===== src/hpg_pkg.sv =====
// Package with constants and carrier types for the host pin buffer gating block
package hpg_pkg;
	// ==========================================================
	// Widths
	localparam int HPG_DATA_W = 16;
	// Index of the buffer-enable pin's host role in the function selection vector
	localparam int HPG_SEL_EBL = 0;
	localparam int HPG_SEL_RDY = 1;
	localparam int HPG_SEL_INT = 2;
	localparam int HPG_SEL_DREQ = 3;
	localparam int HPG_SEL_DATA = 4;
	localparam int HPG_SEL_CS = 5;
	localparam int HPG_SEL_RS = 6;
	localparam int HPG_SEL_WR = 7;
	localparam int HPG_SEL_RD = 8;
	localparam int HPG_SEL_W = 9;
	// Reset values
	localparam logic HPG_BOOT_RST = 1'h0;

	// ==========================================================
	// Operating modes of the pin group
	typedef enum logic [1:0] {
		HPG_MODE_RESET = 2'h0,
		HPG_MODE_BOOT = 2'h1,
		HPG_MODE_NONBOOT = 2'h2
	} hpg_mode_t;

	// Host strobes seen at the pins (active low)
	typedef struct packed {
		logic cs_n;
		logic rs;
		logic wr_n;
		logic rd_n;
	} hpg_strobe_t;

	// Sequence outputs from the host interface logic
	typedef struct packed {
		logic rdy;
		logic irq;
		logic dreq;
	} hpg_seq_t;

	// Buffer enables for each pin group
	typedef struct packed {
		logic rdy_oe;
		logic int_oe;
		logic dreq_oe;
		logic data_oe;
		logic data_ie;
		logic cs_ie;
		logic rs_ie;
		logic wr_ie;
		logic rd_ie;
	} hpg_buf_t;
endpackage : hpg_pkg


===== src/hpg_gate.sv =====
// Buffer gating of the host interface pins
// Summary of operation
// Buffer-enable low with host pin control active turns every host pin buffer off.
// The power monitor drives buffer-enable low whenever the external host is unpowered.
// Boot run with buffer-enable high: data buffers follow select and strobes.
// Reset with boot-select low: all host pins are general inputs, enable ignored.
// Non-boot run: pins start as general inputs until function selection changes them.
// Non-boot: software may give the buffer-enable pin its gating role.
// Non-boot: software may give each host signal its pin.
// Both pins selected for host role: that pin is gated by buffer-enable.
// Host pin selected without buffer-enable selected: buffers stay off; forbidden setting.
// Reset with boot-select high: ready driven low, other host buffers off.
// Boot run with enable high: ready, interrupt, request drivers and input buffers on.
`timescale 1ns/1ns
`default_nettype none
module hpg_gate (
	// Clock and reset
	input wire logic i_ref_clk,
	input wire logic i_rst_n,
	// Pins from outside
	input wire logic i_boot_select_pin,
	input wire logic i_buffer_enable_pin,
	input wire hpg_pkg::hpg_strobe_t i_strobe,
	// Pin function selection, one bit per host role
	input wire logic [hpg_pkg::HPG_SEL_W-1:0] i_func_sel,
	// Sequence outputs from the host interface logic
	input wire hpg_pkg::hpg_seq_t i_seq,
	// Buffer controls and driven levels
	output logic [1:0] o_mode,
	output var hpg_pkg::hpg_buf_t o_buf,
	output var hpg_pkg::hpg_seq_t o_seq_out,
	output logic o_gpio_ebl
);
	import hpg_pkg::*;

	// ==========================================================
	// Input synchronisers
	logic boot_s1_reg, boot_s2_reg, ebl_s1_reg, ebl_s2_reg;
	logic [3:0] stb_s1_reg, stb_s2_reg;
	// Boot-select synchroniser keeps running through reset, so the strap
	// level is settled at release and the reset-state ready drive can
	// follow the pin; it has no reset of its own
	always_ff @(posedge i_ref_clk) begin
		boot_s1_reg <= i_boot_select_pin;
		boot_s2_reg <= boot_s1_reg;
	end

	// Buffer-enable synchroniser; reset low so every gated buffer starts off
	always_ff @(posedge i_ref_clk or negedge i_rst_n) begin
		if (!i_rst_n) begin
			ebl_s1_reg <= 1'h0;
			ebl_s2_reg <= 1'h0;
		end else begin
			ebl_s1_reg <= i_buffer_enable_pin;
			ebl_s2_reg <= ebl_s1_reg;
		end
	end

	// Strobe synchroniser; reset to an inactive strobe pattern
	always_ff @(posedge i_ref_clk or negedge i_rst_n) begin
		if (!i_rst_n) begin
			stb_s1_reg <= 4'hF;
			stb_s2_reg <= 4'hF;
		end else begin
			stb_s1_reg <= i_strobe;
			stb_s2_reg <= stb_s1_reg;
		end
	end

	// ==========================================================
	// Boot strap latched at release of reset
	// Taken once from the synchronised pin at the first edge after release;
	// later changes of the pin leave the mode alone until the next reset
	logic boot_reg, boot_next, caught_reg;
	assign boot_next = caught_reg ? boot_reg : boot_s2_reg;
	always_ff @(posedge i_ref_clk or negedge i_rst_n) begin
		if (!i_rst_n) begin
			boot_reg <= HPG_BOOT_RST;
			caught_reg <= 1'h0;
		end else begin
			boot_reg <= boot_next;
			caught_reg <= 1'h1;
		end
	end

	// Mode of the pin group; async reset forces the reset mode
	// The first cycle after release still reads as reset while the strap settles
	hpg_mode_t mode;
	always_comb begin
		case ({i_rst_n, caught_reg})
			2'b11: mode = boot_reg ? HPG_MODE_BOOT : HPG_MODE_NONBOOT;
			default: mode = HPG_MODE_RESET;
		endcase
	end
	assign o_mode = mode;

	// Pin role: boot forces the host role, non-boot follows selection
	function automatic logic role(input hpg_mode_t m, input logic [HPG_SEL_W-1:0] sel, input int idx);
		role = (m == HPG_MODE_BOOT) || ((m == HPG_MODE_NONBOOT) && sel[idx]);
	endfunction

	// Role of every pin group, one bit per selection index
	logic [HPG_SEL_W-1:0] role_vec;
	genvar gi;
	generate
		for (gi = 0; gi < HPG_SEL_W; gi = gi + 1) begin : g_role
			assign role_vec[gi] = role(mode, i_func_sel, gi);
		end
	endgenerate

	// ==========================================================
	// Buffer gating
	logic ebl_role, gate;
	hpg_strobe_t stb;
	assign stb = stb_s2_reg;
	assign ebl_role = role_vec[HPG_SEL_EBL];
	assign gate = ebl_role && ebl_s2_reg;
	// Everything off unless gated on, except the ready driver in reset with boot strap high; a forbidden selection lands here too
	always_comb begin
		o_buf = '0;
		o_buf.rdy_oe = (mode == HPG_MODE_RESET) && !i_rst_n && boot_s2_reg;
		if (gate) begin
			o_buf.rdy_oe = role_vec[HPG_SEL_RDY];
			o_buf.int_oe = role_vec[HPG_SEL_INT];
			o_buf.dreq_oe = role_vec[HPG_SEL_DREQ];
			o_buf.cs_ie = role_vec[HPG_SEL_CS];
			o_buf.rs_ie = role_vec[HPG_SEL_RS];
			o_buf.wr_ie = role_vec[HPG_SEL_WR];
			o_buf.rd_ie = role_vec[HPG_SEL_RD];
			o_buf.data_ie = role_vec[HPG_SEL_DATA];
			// Data drivers on only for a selected read cycle
			o_buf.data_oe = o_buf.data_ie && !stb.cs_n && !stb.rd_n && stb.wr_n;
		end
	end

	// Driven levels: ready low during reset, sequence values when running
	always_comb begin
		o_seq_out = (mode == HPG_MODE_RESET) ? '0 : i_seq;
	end
	// Buffer-enable pin as general input while it has no gating role
	assign o_gpio_ebl = ebl_role ? 1'h0 : ebl_s2_reg;
endmodule : hpg_gate
`default_nettype wire


===== config.mk =====
export PLATFORM = sky130hd
export DESIGN_NAME = hpg_gate
export DESIGN_NICKNAME = d
export VERILOG_FILES = /design/src/hpg_pkg.sv /design/src/hpg_gate.sv
export SDC_FILE = /design/constraint.sdc
export NUM_CORES = 1
export LEC_CHECK = 0
export BUFFER_PORTS_ARGS = -buffer_cell sky130_fd_sc_hd__buf_2
export CORE_AREA = 2 2 39 41
export CTS_BUF_LIST = sky130_fd_sc_hd__clkbuf_4 sky130_fd_sc_hd__clkbuf_8 sky130_fd_sc_hd__clkbuf_16
export CTS_CLUSTER_SIZE = 20
export DETAILED_ROUTE_END_ITERATION = 12
export DIE_AREA = 0 0 41 43
export MAX_ROUTING_LAYER = met4
export PLACE_DENSITY = 0.72
export SLEW_MARGIN = 20
export SYNTH_ARGS = -nofsm -noshare
export SYNTH_HDL_FRONTEND = slang
export SYNTH_SLANG_ARGS = --single-unit

===== constraint.sdc =====
create_clock -name i_ref_clk -period 2.2 [get_ports i_ref_clk]
set_input_delay 0.11 -clock i_ref_clk [delete_from_list [all_inputs] [get_ports i_ref_clk]]
set_output_delay 0.11 -clock i_ref_clk [all_outputs]
set_load 0.01 [all_outputs]

After elaboration in Yosys (flattened, before gate mapping)
Index checks and enable logic that the tools add are counted.
{"block": "word_totals", "in_bits": 20, "out_inout_bits": 15, "regBits": 14}
{"block": "op_classes", "muxes": 5, "n_eq_ne": 3, "n_reduce_logical": 28}
{"cell": "logical AND 1 bit", "count": 15}
{"cell": "logical OR 1 bit", "count": 9}
{"cell": "2-to-1 mux 9 bit", "count": 1}
{"cell": "== test 2 bit, second input constant", "count": 2}
{"cell": "2-to-1 mux 2 bit", "count": 2}
{"cell": "logical NOT 1 bit", "count": 3}
{"cell": "2-to-1 mux 3 bit", "count": 1}
{"cell": "== test 2 x 1 -> 1 bit, second input constant", "count": 1}
{"cell": "logical NOT 2 bit", "count": 1}
{"cell": "2-to-1 mux 1 bit", "count": 1}

Longest topological paths before layout
{"block": "logic_depth", "depth_word": 9, "depth_mapped": 3}

Worst setup path before layout
OpenSTA, ideal clock, no wires.
{"block": "synth_timing", "kind": "reg-to-output", "startpoint": "reg caught_reg", "endpoint": "out o_buf[5] (netlist name)", "n_path_buf": 0, "arrival_time_ps": 894, "path_slack_ps": 1196, "stages_incl_launch_ff": 3, "cell_sequence": "dfrtp_1 -> nand3_2 -> nor4_2"}
{"item": "start: declaration", "line": "hpg_gate.sv:74", "rtl": "logic boot_reg, boot_next, caught_reg;"}
{"item": "start signal: assignment", "line": "hpg_gate.sv:79", "rtl": "caught_reg <= 1'h0;"}
{"item": "start signal: assignment", "line": "hpg_gate.sv:82", "rtl": "caught_reg <= 1'h1;"}
{"item": "end: declaration", "line": "hpg_gate.sv:30", "rtl": "output var hpg_pkg::hpg_buf_t o_buf,"}

==> metrics.txt <==
# TYPE chip_impl_metric gauge
chip_impl_metric{name="finalCritPeriodShare",unit=""} 0.7547
chip_impl_metric{name="period_needed",unit="ps"} 1660
chip_impl_metric{name="ys_types",unit=""} 17
chip_impl_metric{name="timing.critical_path.arrival",unit="ps"} 1550
chip_impl_metric{name="syn-cell-area",unit="µm²"} 476.7
chip_impl_metric{name="clockBufferDepth",unit=""} 2
chip_impl_info{name="regToRegStartpoint",value="boot_reg"} 1
chip_impl_metric{name="gr-total-overflow",unit=""} 0
chip_impl_metric{name="synth.net_count",unit=""} 65
chip_impl_info{name="slowest_stage",value="dlygate4sd3_1"} 1
chip_impl_metric{name="num-fill-cells",unit=""} 119
chip_impl_metric{name="clkSlewWorstSetupHoldPaths",unit="ps"} 70
chip_impl_metric{name="drtAntennaViolNets",unit=""} 0
chip_impl_info{name="critPathMostFrequentCell",value="buf_2"} 1
chip_impl_metric{name="ys_ff_latch",unit=""} 12
chip_impl_metric{name="warnings_from_yosys",unit=""} 0
chip_impl_info{name="critical_path.cell_chain",value="dlygate4sd3_1 -> buf_2 -> nand3_2 -> nor4_2 -> buf_2"} 1
chip_impl_metric{name="first_global_vias",unit=""} 432
chip_impl_metric{name="peakVddDrop",unit="mV"} 0.4615
chip_impl_metric{name="clock_skew",unit="ps"} 1.097
chip_impl_metric{name="detailed_place_hpwl",unit="µm"} 708.1
chip_impl_metric{name="leakage",unit="µW"} 0.0003998
chip_impl_metric{name="clkSinkCount",unit=""} 12
chip_impl_metric{name="cts_repair_resize_count",unit=""} 0
chip_impl_metric{name="io_buffer_count",unit=""} 33
chip_impl_metric{name="antenna_found_initial",unit=""} 0
chip_impl_metric{name="worst-r2r-setup-slack",unit="ps"} 1400
chip_impl_info{name="worstHoldPathType",value="in -> async"} 1
chip_impl_metric{name="row_count",unit=""} 14
chip_impl_metric{name="final-setup-viol-count",unit=""} 0
chip_impl_metric{name="vias",unit=""} 458
chip_impl_info{name="status",value="completed"} 1
chip_impl_metric{name="worst_skew_pair.late_latency",unit="ps"} 260
chip_impl_metric{name="numCtsBuffers",unit=""} 3
chip_impl_metric{name="nets",unit=""} 108
chip_impl_info{name="cp-end-kind",value="output pin"} 1
chip_impl_metric{name="gr-usage-all-layers",unit=""} 0.1292
chip_impl_metric{name="timing.critical_path.buf_inv",unit=""} 3
chip_impl_metric{name="syn_avg_cell_area",unit="µm²"} 10.59
chip_impl_metric{name="power_per_cell_area",unit="mW/mm²"} 631.8
chip_impl_metric{name="floorplan.die_area",unit="mm²"} 0.001763
chip_impl_metric{name="clock.fmax",unit="GHz"} 0.6023
chip_impl_metric{name="synthesis_to_finish_area_growth",unit="%"} 58.01
chip_impl_info{name="cp-start-kind",value="input pin"} 1
chip_impl_metric{name="synth_top_area_share",unit=""} 0.3307
chip_impl_info{name="setup_repair_after_global_routing_missed_its_margin",value="no"} 1
chip_impl_metric{name="max_cap_violations",unit=""} 0
chip_impl_metric{name="crit_path_max_fanout",unit=""} 18
chip_impl_metric{name="synth_sequential_area_ratio",unit=""} 0.6247
chip_impl_metric{name="hold_ws",unit="ps"} 297.0
chip_impl_metric{name="die-height",unit="µm"} 43
chip_impl_info{name="timing.rr.end",value="boot_reg"} 1
chip_impl_info{name="most-common-layout-cells",value="buf_2 (33), nor2_1 (15), dlygate4sd3_1 (6), dfstp_2 (6)"} 1
chip_impl_metric{name="detail_route.iter0.violations",unit=""} 2
chip_impl_metric{name="reg2reg_depth",unit=""} 2
chip_impl_metric{name="grt_start_max_net_pins",unit=""} 19
chip_impl_metric{name="maxSlewViolCount",unit=""} 0
chip_impl_metric{name="netlist_instances",unit=""} 45
chip_impl_metric{name="layout.core_utilization",unit=""} 0.5443
chip_impl_metric{name="slowest_delay",unit="ps"} 530
chip_impl_metric{name="global_route_wire_length_before_repair",unit="µm"} 1504
chip_impl_metric{name="routedLengthMet1",unit="µm"} 336
chip_impl_metric{name="number_of_detailed_route_iterations_in_the_first_pass",unit=""} 2
chip_impl_metric{name="diodes_inserted",unit=""} 0
chip_impl_metric{name="wirelength",unit="µm"} 956
chip_impl_metric{name="htreeDepth",unit=""} 1
chip_impl_metric{name="routabilityCongestion",unit=""} 0.5860
chip_impl_metric{name="mean_routed_wirelength_per_cell",unit="µm"} 9.282
chip_impl_metric{name="wire_length_on_met3",unit="µm"} 92
chip_impl_metric{name="fp.dieW",unit="µm"} 41
chip_impl_info{name="critPathKind",value="in -> out"} 1
chip_impl_info{name="cpLargestDelayFamily",value="buffers and inverters"} 1
chip_impl_metric{name="post_route_setup_tns",unit="ps"} 0
chip_impl_metric{name="io_pins",unit=""} 35
chip_impl_metric{name="drive_above_1_share",unit=""} 0.5747
chip_impl_metric{name="worst_ep_required_time",unit="ps"} 2090
chip_impl_metric{name="core_area",unit="mm²"} 0.001384
chip_impl_metric{name="timing.final.hold_violations",unit=""} 0
chip_impl_info{name="top_layer_used",value="met3"} 1
chip_impl_metric{name="drcViolationCount",unit=""} 0
chip_impl_info{name="layout_commonest_cell",value="buf_2"} 1
chip_impl_metric{name="initial_core_util",unit=""} 0.3445
chip_impl_info{name="clk_root_buffer_cell",value="clkbuf_4"} 1
chip_impl_metric{name="totalPowerFinal",unit="µW"} 475.9
chip_impl_info{name="synth.top_cells.by_area",value="dfstp_2 (33%), dfrtp_1 (21%), nor2_1 (12%)"} 1
chip_impl_metric{name="drt-vias-per-instance",unit=""} 4.447
chip_impl_info{name="netlist.top_cell.by_area",value="dfstp_2"} 1
chip_impl_metric{name="met2RoutedLength",unit="µm"} 526
chip_impl_info{name="tritoncts",value="done"} 1
metal layers:
layer,up-vias,global-route usage
met3,0,0.03141
met1,202,0.1065
met2,23,0.2406
li1,233,-
met5,-,-
met4,0,0.06000
worst register-to-register path, stage by stage, from the launching register on:
cell and delay (ps):
dfrtp_1 510, nand2_1 100, o21ai_0 70
worst max path at each step:
stage	end	start	depth (start not counted)	slack [ps]
after CTS	o_buf[5]	i_rst_n	5	520
after global routing	o_buf[0]	i_rst_n	5	420
final	o_buf[5]	i_rst_n	5	540
after detailed placement	o_buf[0]	boot_reg	3	1000
after floorplan	o_buf[5]	caught_reg	2	1200
after global placement	o_buf[6]	boot_reg	3	1020
power breakdown:
part	switching [µW]	internal [µW]	total [µW]
clock network	63.2	100	164
logic	29.6	35.6	65.2
registers	10.9	236	247
total	104	372	476
through the flow:
step                      setup slack (ps)  cell area [µm²]  cells
after floorplan                       1196            476.7     45
after global routing                 421.7            753.2    103
after global placement                1019            656.9     93
final                                539.6            753.2    103
after detailed placement              1000            656.9     93
after CTS                            524.0            753.2    103
area by class of cell:
type                       count  area (µm²)  share of cell area
sequential                    12       297.8              0.3953
timing repair buffer          39       225.2              0.2990
multi-input combinational     31       170.2              0.2259
clock buffer                   4       36.28             0.04817
tap                           16       20.02             0.02658
inverter                       1       3.754            0.004983
synth_stat cells:
cell type and instances:
dfxtp_1 2, o22ai_1 1, dfstp_2 6, buf_2 1, a21oi_1 2, inv_1 1, nand3_2 1, conb_1 1
o21ai_0 1, nand2b_1 1, dfrtp_1 4, o2111ai_2 1, o21a_1 1, nand2_1 2, nor4_2 1, and3_2 4
nor2_1 15
cell families after synthesis:
family,count (synthesis),share of synthesized area
AOI/OAI and AO/OA,6,0.09186
buffers and inverters,2,0.01836
and+or+nand+nor,24,0.2572
DFF,12,0.6247
other,1,0.007866
what timing repair did:
item,4_1_cts,5_1_grt
hold buffers,6,0
hold endpoints to repair,9,0
buffers inserted,0,0
No activity file was read; power rests on OpenSTA's default activity.
